==> src/logic/ddb_pkg.sv <==
// Shared constants for the diagnostic block builder.
// Assumes a 32-bit classic Wishbone register bus and an 8-bit byte stream.
`default_nettype none
package ddb_pkg;

  // Register byte offsets.
  localparam logic [11:0] DDB_OFF_CTRL   = 12'h000;
  localparam logic [11:0] DDB_OFF_HEAD   = 12'h004;
  localparam logic [11:0] DDB_OFF_SLOT   = 12'h008;
  localparam logic [11:0] DDB_OFF_SPEC   = 12'h00c;
  localparam logic [11:0] DDB_OFF_NSLOT  = 12'h010;
  localparam logic [11:0] DDB_OFF_EXTLEN = 12'h014;
  localparam logic [11:0] DDB_OFF_STATUS = 12'h018;
  localparam logic [11:0] DDB_OFF_ACK    = 12'h01c;
  localparam logic [11:0] DDB_OFF_DATA   = 12'h100;

  // Field positions.
  localparam int DDB_CTRL_START  = 0;
  localparam int DDB_HEAD_VAR    = 7;
  localparam int DDB_SPEC_ADDACK = 2;
  localparam int DDB_ST_BUSY     = 0;
  localparam int DDB_ST_PEND     = 1;
  localparam int DDB_ST_ERR      = 2;
  localparam int DDB_ST_REPL     = 3;
  localparam int DDB_ST_ACKW     = 4;
  localparam int DDB_ST_SEQ      = 8;
  localparam int DDB_ACK_CLR     = 0;

  // Block geometry.
  localparam int          DDB_HDR_BYTES  = 4;
  localparam int          DDB_DATA_BYTES = 59;
  localparam logic [7:0]  DDB_MAX_SLOTS  = 8'hec;
  localparam logic [1:0]  DDB_BLOCK_ID   = 2'h0;

  // Variant bit and type codes.
  localparam logic        DDB_VAR_ALARM  = 1'b0;
  localparam logic        DDB_VAR_STATUS = 1'b1;
  localparam logic [6:0]  DDB_AT_FIRST   = 7'h01;
  localparam logic [6:0]  DDB_AT_LAST    = 7'h06;
  localparam logic [6:0]  DDB_AT_STATUS  = 7'h05;
  localparam logic [6:0]  DDB_ST_MSG     = 7'h01;
  localparam logic [6:0]  DDB_ST_MODULE  = 7'h02;
  localparam logic [6:0]  DDB_VEND_FIRST = 7'h20;
  localparam logic [6:0]  DDB_VEND_LAST  = 7'h7e;
  localparam logic [1:0]  DDB_SSPEC_RSVD = 2'h3;

  // Reset values.
  localparam logic [7:0]  DDB_RST_HEAD   = 8'h01;
  localparam logic [7:0]  DDB_RST_SLOT   = 8'h00;
  localparam logic [7:0]  DDB_RST_NSLOT  = 8'h00;
  localparam logic [5:0]  DDB_RST_EXTLEN = 6'h00;
  localparam logic [4:0]  DDB_RST_SEQ    = 5'h00;

  // Bus answer: one wait state from request to acknowledge.
  localparam int          DDB_WB_LATENCY = 1;

endpackage
`default_nettype wire

==> src/logic/ddb_builder.sv <==
// Builder of the device-specific diagnostic block, with a Wishbone slave.
// Assumes software fills the fields, then starts a build; bytes leave on a
// valid/ready stream toward the fieldbus engine on the same clock.
//
// Operation
// - Header byte upper two bits are always 00.
// - Header lower six bits hold the block length including the header.
// - Second byte bit 7 selects alarm (0) or status (1) variant.
// - Alarm variant carries a non-reserved alarm type in bits 6:0.
// - Status variant carries a non-reserved status type in bits 6:0.
// - A newer request may replace an older pending one.
// - Third byte holds the slot number, 0 for the whole device.
// - Alarm variant fourth byte upper five bits hold a unique sequence.
// - Fourth byte bit 2 requests acknowledge; master acknowledges by a write.
// - Alarm variant fourth byte bits 1:0 hold the alarm specifier.
// - Status variant fourth byte keeps 7:2 zero, bits 1:0 specifier.
// - Per-module status packs two bits per slot from the fifth byte.
// - Pairs of slots that do not exist are sent as zero.
// - Pair codes: valid, error, wrong module, no module.
// - Other types send module-defined bytes after the specifier byte.
//
// Design decisions made here: the Wishbone slave port and the placing of the registers.
`timescale 1ns/1ps
`default_nettype none
module ddb_builder #(
  parameter int FIFO_DEPTH = 8
) (
  // Clock and reset.
  input  wire logic        ref_clk,
  input  wire logic        nrst,
  // Wishbone slave.
  input  wire logic        wb_cyc_i,
  input  wire logic        wb_stb_i,
  input  wire logic        wb_we_i,
  input  wire logic [11:0] wb_adr_i,
  input  wire logic [3:0]  wb_sel_i,
  input  wire logic [31:0] wb_dat_i,
  output logic [31:0]      wb_dat_o,
  output logic             wb_ack_o,
  // Diagnostic byte stream.
  output logic             diag_valid,
  output logic [7:0]       diag_data,
  output logic             diag_last,
  input  wire logic        diag_ready,
  // Status.
  output logic             diag_busy,
  output logic             ack_wait
);
  import ddb_pkg::*;

  typedef enum logic {DDB_IDLE, DDB_EMIT} ddb_state_e;

  typedef struct packed {
    ddb_state_e  fsm;
    logic        ack;
    logic [31:0] rdata;
    logic [7:0]  head;
    logic [7:0]  slot;
    logic [2:0]  spec;
    logic [7:0]  nslot;
    logic [5:0]  extlen;
    logic        pend;
    logic        err;
    logic        repl;
    logic        ackw;
    logic [4:0]  seq;
    logic [7:0]  s_head;
    logic [7:0]  s_slot;
    logic [2:0]  s_spec;
    logic [4:0]  s_seq;
    logic [7:0]  s_nslot;
    logic [5:0]  s_len;
    logic [5:0]  idx;
    logic        o_valid;
    logic [7:0]  o_data;
    logic        o_last;
  } ddb_state_s;

  ddb_state_s  st;
  ddb_state_s  next_st;

  logic [7:0]  data_mem [DDB_DATA_BYTES];
  logic        access;
  logic        wr_ev;
  logic        mem_hit;
  logic [5:0]  mem_widx;
  logic [5:0]  mem_ridx;
  logic [7:0]  mem_byte;
  logic        f_in_valid;
  logic        f_in_ready;
  logic [8:0]  f_in_data;
  logic        f_out_valid;
  logic        f_out_ready;
  logic [8:0]  f_out_data;
  logic [7:0]  cur_byte;
  logic        start_req;

  // Alarm and status type codes that may be sent.
  function automatic logic code_ok(input logic [7:0] head,
                                   input logic [2:0] spec);
    logic [6:0] t;
    logic       vend;
    t    = head[6:0];
    vend = (t >= DDB_VEND_FIRST) && (t <= DDB_VEND_LAST);
    if (head[DDB_HEAD_VAR] == DDB_VAR_ALARM) begin
      code_ok = vend || ((t >= DDB_AT_FIRST) && (t <= DDB_AT_LAST));
    end else begin
      code_ok = (vend || (t == DDB_ST_MSG) || (t == DDB_ST_MODULE)) &&
                (spec[1:0] != DDB_SSPEC_RSVD);
    end
  endfunction

  // Length of a block, header byte included.
  function automatic logic [5:0] block_len(input logic [7:0] head,
                                           input logic [7:0] nslot,
                                           input logic [5:0] extlen);
    logic [7:0] n;
    logic [7:0] ext;
    n   = (nslot > DDB_MAX_SLOTS) ? DDB_MAX_SLOTS : nslot;
    ext = {2'h0, extlen};
    if (ext > 8'(DDB_DATA_BYTES)) begin
      ext = 8'(DDB_DATA_BYTES);
    end
    if (head == {DDB_VAR_STATUS, DDB_ST_MODULE}) begin
      block_len = 6'(8'(DDB_HDR_BYTES) + ((n + 8'h03) >> 2));
    end else begin
      block_len = 6'(8'(DDB_HDR_BYTES) + ext);
    end
  endfunction

  // Bus decode; the answer comes one cycle after the request appears.
  assign access   = wb_cyc_i && wb_stb_i && !st.ack;
  assign wr_ev    = access && wb_we_i && wb_sel_i[0];
  assign mem_widx = 6'(wb_adr_i[7:2]);
  assign mem_hit  = (wb_adr_i[11:8] == DDB_OFF_DATA[11:8]) &&
                    (mem_widx < 6'(DDB_DATA_BYTES));

  always_ff @(posedge ref_clk) begin
    if (wr_ev && mem_hit) begin
      data_mem[mem_widx] <= wb_dat_i[7:0];
    end
  end

  assign mem_ridx = st.idx - 6'(DDB_HDR_BYTES);
  assign mem_byte = (mem_ridx < 6'(DDB_DATA_BYTES)) ? data_mem[mem_ridx]
                                                    : 8'h00;

  // Byte selected by the current position in the block.
  always_comb begin
    logic [7:0] slot0;
    logic [7:0] pm;
    slot0    = 8'h00;
    pm       = 8'h00;
    cur_byte = 8'h00;
    case (st.idx)
      6'h00: cur_byte = {DDB_BLOCK_ID, st.s_len};
      6'h01: cur_byte = st.s_head;
      6'h02: cur_byte = st.s_slot;
      6'h03: begin
        if (st.s_head[DDB_HEAD_VAR] == DDB_VAR_ALARM) begin
          cur_byte = {st.s_seq, st.s_spec};
        end else begin
          cur_byte = {6'h00, st.s_spec[1:0]};
        end
      end
      default: begin
        if (st.s_head == {DDB_VAR_STATUS, DDB_ST_MODULE}) begin
          // Slot numbers of the four pairs start at 4*k+1.
          slot0 = 8'({mem_ridx, 2'b00});
          for (int p = 0; p < 4; p++) begin
            if (slot0 + 8'(p) < st.s_nslot) begin
              pm[2*p +: 2] = mem_byte[2*p +: 2];
            end else begin
              pm[2*p +: 2] = 2'b00;
            end
          end
          cur_byte = pm;
        end else begin
          cur_byte = mem_byte;
        end
      end
    endcase
  end

  assign f_in_valid  = st.fsm == DDB_EMIT;
  assign f_in_data   = {st.idx == st.s_len - 6'h01, cur_byte};
  assign f_out_ready = !st.o_valid || diag_ready;
  assign start_req   = wr_ev && (wb_adr_i == DDB_OFF_CTRL) &&
                       wb_dat_i[DDB_CTRL_START];

  always_comb begin
    logic launch;
    logic from_pend;
    logic [4:0] sts;
    launch    = 1'b0;
    from_pend = 1'b0;
    sts       = 5'h00;
    next_st   = st;

    // Wishbone answer: ack drops in the cycle after it was given.
    next_st.ack = access;
    if (access && !wb_we_i) begin
      sts = {st.ackw, st.repl, st.err, st.pend, st.fsm == DDB_EMIT};
      case (wb_adr_i)
        DDB_OFF_CTRL:   next_st.rdata = {31'h0, st.fsm == DDB_EMIT};
        DDB_OFF_HEAD:   next_st.rdata = {24'h0, st.head};
        DDB_OFF_SLOT:   next_st.rdata = {24'h0, st.slot};
        DDB_OFF_SPEC:   next_st.rdata = {29'h0, st.spec};
        DDB_OFF_NSLOT:  next_st.rdata = {24'h0, st.nslot};
        DDB_OFF_EXTLEN: next_st.rdata = {26'h0, st.extlen};
        DDB_OFF_STATUS: next_st.rdata = {19'h0, st.seq, 3'h0, sts};
        default: begin
          next_st.rdata = mem_hit ? {24'h0, data_mem[mem_widx]} : 32'h0;
        end
      endcase
    end

    if (wr_ev) begin
      case (wb_adr_i)
        DDB_OFF_HEAD:   next_st.head   = wb_dat_i[7:0];
        DDB_OFF_SLOT:   next_st.slot   = wb_dat_i[7:0];
        DDB_OFF_SPEC:   next_st.spec   = wb_dat_i[2:0];
        DDB_OFF_NSLOT:  next_st.nslot  = wb_dat_i[7:0];
        DDB_OFF_EXTLEN: next_st.extlen = wb_dat_i[5:0];
        DDB_OFF_STATUS: begin
          if (wb_dat_i[DDB_ST_ERR]) begin
            next_st.err = 1'b0;
          end
          if (wb_dat_i[DDB_ST_REPL]) begin
            next_st.repl = 1'b0;
          end
        end
        DDB_OFF_ACK: begin
          if (wb_dat_i[DDB_ACK_CLR]) begin
            next_st.ackw = 1'b0;
          end
        end
        default: begin
        end
      endcase
    end

    // A request during a build waits; a second one overwrites the first.
    if (start_req) begin
      if (st.fsm == DDB_EMIT || st.pend) begin
        next_st.pend = 1'b1;
        if (st.pend) begin
          next_st.repl = 1'b1;
        end
      end else begin
        launch = 1'b1;
      end
    end

    case (st.fsm)
      DDB_IDLE: begin
        if (st.pend) begin
          launch    = 1'b1;
          from_pend = 1'b1;
        end
      end
      DDB_EMIT: begin
        if (f_in_ready) begin
          if (st.idx == st.s_len - 6'h01) begin
            next_st.fsm = DDB_IDLE;
          end else begin
            next_st.idx = st.idx + 6'h01;
          end
        end
      end
      default: next_st.fsm = DDB_IDLE;
    endcase

    if (launch) begin
      if (from_pend && !start_req) begin
        next_st.pend = 1'b0;
      end
      if (code_ok(st.head, st.spec)) begin
        next_st.fsm     = DDB_EMIT;
        next_st.idx     = 6'h00;
        next_st.s_head  = st.head;
        next_st.s_slot  = st.slot;
        next_st.s_spec  = st.spec;
        next_st.s_seq   = st.seq;
        next_st.s_nslot = (st.nslot > DDB_MAX_SLOTS) ? DDB_MAX_SLOTS
                                                     : st.nslot;
        next_st.s_len   = block_len(st.head, st.nslot, st.extlen);
        if (st.head[DDB_HEAD_VAR] == DDB_VAR_ALARM) begin
          next_st.seq = st.seq + 5'h01;
          if (st.spec[DDB_SPEC_ADDACK]) begin
            // Setting wins over a clear in the same cycle.
            next_st.ackw = 1'b1;
          end
        end else begin
          next_st.s_spec[DDB_SPEC_ADDACK] = 1'b0;
        end
      end else begin
        next_st.err = 1'b1;
      end
    end

    // Output register in front of the stream port.
    if (f_out_ready) begin
      next_st.o_valid = f_out_valid;
      next_st.o_data  = f_out_data[7:0];
      next_st.o_last  = f_out_data[8];
    end
  end

  always_ff @(posedge ref_clk or negedge nrst) begin
    if (!nrst) begin
      st        <= '0;
      st.fsm    <= DDB_IDLE;
      st.head   <= DDB_RST_HEAD;
      st.slot   <= DDB_RST_SLOT;
      st.nslot  <= DDB_RST_NSLOT;
      st.extlen <= DDB_RST_EXTLEN;
      st.seq    <= DDB_RST_SEQ;
    end else begin
      st <= next_st;
    end
  end

  ddb_fifo #(
    .W     (9),
    .DEPTH (FIFO_DEPTH)
  ) u_fifo (
    .ref_clk   (ref_clk),
    .nrst      (nrst),
    .in_valid  (f_in_valid),
    .in_ready  (f_in_ready),
    .in_data   (f_in_data),
    .out_valid (f_out_valid),
    .out_ready (f_out_ready),
    .out_data  (f_out_data)
  );

  assign wb_ack_o   = st.ack;
  assign wb_dat_o   = st.rdata;
  assign diag_valid = st.o_valid;
  assign diag_data  = st.o_data;
  assign diag_last  = st.o_last;
  assign diag_busy  = st.fsm == DDB_EMIT;
  assign ack_wait   = st.ackw;
endmodule
`default_nettype wire

==> src/logic/ddb_fifo.sv <==
// Synchronous FIFO with valid/ready handshakes on both sides.
// Assumes one clock; DEPTH is a power of two.
`timescale 1ns/1ps
`default_nettype none
module ddb_fifo #(
  parameter int W     = 9,
  parameter int DEPTH = 8
) (
  // Clock and reset.
  input  wire logic         ref_clk,
  input  wire logic         nrst,
  // Filling side.
  input  wire logic         in_valid,
  output logic              in_ready,
  input  wire logic [W-1:0] in_data,
  // Draining side.
  output logic              out_valid,
  input  wire logic         out_ready,
  output logic [W-1:0]      out_data
);
  localparam int AW = $clog2(DEPTH);

  typedef struct packed {
    logic [AW:0] wr_ptr;
    logic [AW:0] rd_ptr;
  } ddb_fifo_s;

  ddb_fifo_s        st;
  ddb_fifo_s        next_st;
  logic [W-1:0]     mem [DEPTH];
  logic             full;
  logic             empty;

  assign full      = (st.wr_ptr[AW] != st.rd_ptr[AW]) &&
                     (st.wr_ptr[AW-1:0] == st.rd_ptr[AW-1:0]);
  assign empty     = st.wr_ptr == st.rd_ptr;
  assign in_ready  = !full;
  assign out_valid = !empty;
  assign out_data  = mem[st.rd_ptr[AW-1:0]];

  always_comb begin
    next_st = st;
    if (in_valid && !full) begin
      next_st.wr_ptr = st.wr_ptr + 1'b1;
    end
    if (out_ready && !empty) begin
      next_st.rd_ptr = st.rd_ptr + 1'b1;
    end
  end

  always_ff @(posedge ref_clk) begin
    if (in_valid && !full) begin
      mem[st.wr_ptr[AW-1:0]] <= in_data;
    end
  end

  always_ff @(posedge ref_clk or negedge nrst) begin
    if (!nrst) begin
      st <= '0;
    end else begin
      st <= next_st;
    end
  end
endmodule
`default_nettype wire

==> config.mk <==
export PLATFORM = sky130hd
export DESIGN_NAME = ddb_builder
export DESIGN_NICKNAME = d
export VERILOG_FILES = /design/src/logic/ddb_pkg.sv /design/src/logic/ddb_builder.sv /design/src/logic/ddb_fifo.sv
export SDC_FILE = /design/constraint.sdc
export NUM_CORES = 1
export LEC_CHECK = 0
export ABC_CLOCK_PERIOD_IN_PS = 5300
export BUFFER_PORTS_ARGS = -buffer_cell sky130_fd_sc_hd__buf_2
export CORE_ASPECT_RATIO = 1.75
export CORE_UTILIZATION = 40
export CTS_CLUSTER_DIAMETER = 30
export CTS_CLUSTER_SIZE = 14
export DETAILED_ROUTE_END_ITERATION = 8
export HOLD_SLACK_MARGIN = 0.12
export PLACE_DENSITY = 0.55
export SETUP_SLACK_MARGIN = 0.1
export SYNTH_ARGS = -nofsm -noshare
export SYNTH_HDL_FRONTEND = slang
export SYNTH_SLANG_ARGS = --single-unit
export TNS_END_PERCENT = 10
==> constraint.sdc <==
create_clock -name ref_clk -period 5.3 [get_ports ref_clk]
set_clock_uncertainty 0.1 [all_clocks]
set_input_delay 0.265 -clock ref_clk [delete_from_list [all_inputs] [get_ports ref_clk]]
set_output_delay 0.265 -clock ref_clk [all_outputs]
set_load 0.1 [all_outputs]
==> metrics.cfg <==
[power_and_ir_drop]
p_total_mw = 20.0
p_leak_nw = 13.0
power.density_mw_per_mm2 = 537
ir_drop_mv = 0.468

[synth]
seq_area_frac_synth_pct = 60.7
async_reset_ff_share_pct = 17.9
ys_types = 88
yosysWarnings = 0
synth.ff_latch_count = 663
synthFlopType = edfxtp_1
synth-edff-count = 544
netlist_instances = 2077
syn_area_mm2 = 0.0318
syn_avg_cell_area_um2 = 15.3

[sta]
whs_ns = 0.174
rsz0062_at_grt = false
drv_slew = 0
setup_viol = 0
timing.final.crit_period_ns = 4.61
post-route-period-util_pct = 87.0
setup_ws_ns = 0.691
fmax_mhz = 217
slew_headroom_pct = 6.29
worstMarginPinSlew_ns = 1.39
finalHoldViolCount = 0
tns_ns = 0

[setup_path]
crit_chain = inv_1 > ha_1 > nor4_1 > nor2_1 > a311oi_1 > o21ai_0 > a2111oi_0 > a41o_1
cpMaxStageDelayCell = a2111oi_0
worstSetupStartpointType = register
cp_slowest_stage_delay_ns = 0.88
crit_path_end_kind = register
crit_type = register to register
required_ns = 5.69
arrival_ns = 5.00
crit_fanout = 29
crit_buf_inv = 1
crit_family = compound AO/OA/AOI/OAI gates

[placement]
dp_cells = 3091
placed_area_mm2 = 0.0332
dpl_worst_slack_ns = 0.793
gp_congestion = 1.05
hpwlAfterDp_mm = 77.9
port_buffers = 52

[clocking]
postCtsHoldBufs = 12
cts_root_buffer = clkbuf_16
path_clk_slew_ns = 0.06
h-tree-depth = 3
cts_tree = yes
worstSkewPairLatency_ns = 0.68
post_cts_buffers = 0
numCtsBuffers = 104
post_cts_resized = 0
cts_buffer_depth = 3
cts.sinks = 663

[global_routing]
grt_max_degree = 90
use_met3_pct = 5.66
grt.busiest_layer = met2
gr-total-overflow = 0
grt_pass1_vias = 20800
grt_pass1_wl_mm = 157
grt.total_usage_pct = 28.0
grtUsageMet2_pct = 48.8
antenna_found_initial = 4
use_met1_pct = 28.3

[detailed_routing]
drtAntennaViolNets = 0
vias = 20300
finalWirelength_mm = 112
viasPerCell = 6.14
drc = 0
drtIter0Drc = 1911
drt-wirelength-per-cell_um = 33.8
firstDrtPassIters = 7

[layout]
areaGrowthSynthToFinish_pct = 16.8
regArea_mm2 = 0.0193
finalNonFillerCells = 3300
final_area_mm2 = 0.0371
layout_commonest_cell = edfxtp_1
fin_nets = 2248
fill_cells = 6840
final_cell_mix = edfxtp_1, mux4_2, nor2_1
fin_util_pct = 47.2
drive_gt1_share_pct = 28.3
multiInputGateArea_mm2 = 0.0116

[floorplan]
initial_utilization_pct = 40.4
design.core.area_mm2 = 0.0786
die_area_mm2 = 0.0807
io-pin-count = 99
num_rows = 136
die_x_um = 215
die_height_um = 375

[run_status]
status = finished clean

[flow_run]
drv_cap = 0

[worst_hold_path]
hp-class = input port to register

[layout make-up]
class                      count  share of cell area, %
tap                         1035                   3.49
sequential                   663                   52.1
clock inverter                78                   2.57
clock buffer                 118                   7.52
multi-input combinational   1227                   31.1
antenna                        1                0.00674
inverter                      28                  0.283
timing repair buffer         150                   2.96
[state kept, by name, summed over array words and instances (netlist names)]
signal      count
wb_dat_o       13
diag_data       8
diag_busy       1
diag_last       1
u_fifo.mem     72
u_fifo.st       8
st             85
diag_valid      1
data_mem      472
ack_wait        1
wb_ack_o        1
[cells in the mapped netlist (20+ instances only)]
| cell type | n | area (um2) |
|---|---|---|
| edfxtp_1 | 544 | 16300 |
| mux4_2 | 197 | 4440 |
| nor2_1 | 134 | 503 |
| dfrtp_1 | 118 | 2950 |
| nand2_1 | 118 | 443 |
| mux2i_1 | 113 | 1130 |
| mux2_2 | 86 | 968 |
| o21ai_0 | 62 | 310 |
| clkbuf_1 | 58 | 218 |
| a21oi_1 | 54 | 270 |
| buf_4 | 54 | 405 |
| buf_2 | 49 | 245 |
| nor3_1 | 37 | 185 |
| a22oi_1 | 35 | 263 |
| nand3_1 | 35 | 175 |
| inv_1 | 25 | 93.8 |
| ha_1 | 20 | 250 |
[logic make-up after synthesis]
kind of cell             share of synthesized area (%)
flip-flops                                        60.7
other                                           0.0118
multiplexers                                      20.6
adder cells (fa/ha/maj)                          0.818
buffers and inverters                             3.25
XOR/XNOR                                         0.744
AO/OA/AOI/OAI                                     7.15
AND/OR/NAND/NOR                                   6.73
[power by group]
| part | leakage, nW | internal [mW] | switching [mW] |
|---|---|---|---|
| combinational | 4.77 | 2.11 | 4.10 |
| clock | 1.78 | 4.58 | 2.65 |
| sequential | 6.47 | 6.20 | 0.320 |
| total | 13.0 | 12.9 | 7.07 |
[path summary, 6_finish.rpt]
check                        startpoint          endpoint  slack, ns  cells past startpoint
min in group asynchronous          nrst      u_fifo.st[0]       0.67                      4
max reg2reg                      st[10]  u_fifo.mem[1][6]       0.69                      8
min reg2reg                diag_data[1]      diag_data[1]       0.37                      2
min                         wb_dat_i[5]   data_mem[35][5]       0.17                      2
max                              st[10]  u_fifo.mem[1][6]       0.69                      8
max in group asynchronous          nrst            st[24]       3.72                      4
[routing by layer]
layer / wire length [um] / vias to the layer above
met2: 57500 / 940
met3: 6970 / 323
li1: - / 8513
met5: 54 / -
met1: 35700 / 10500
met4: 11300 / 8
(Power assumes the default switching activity.)
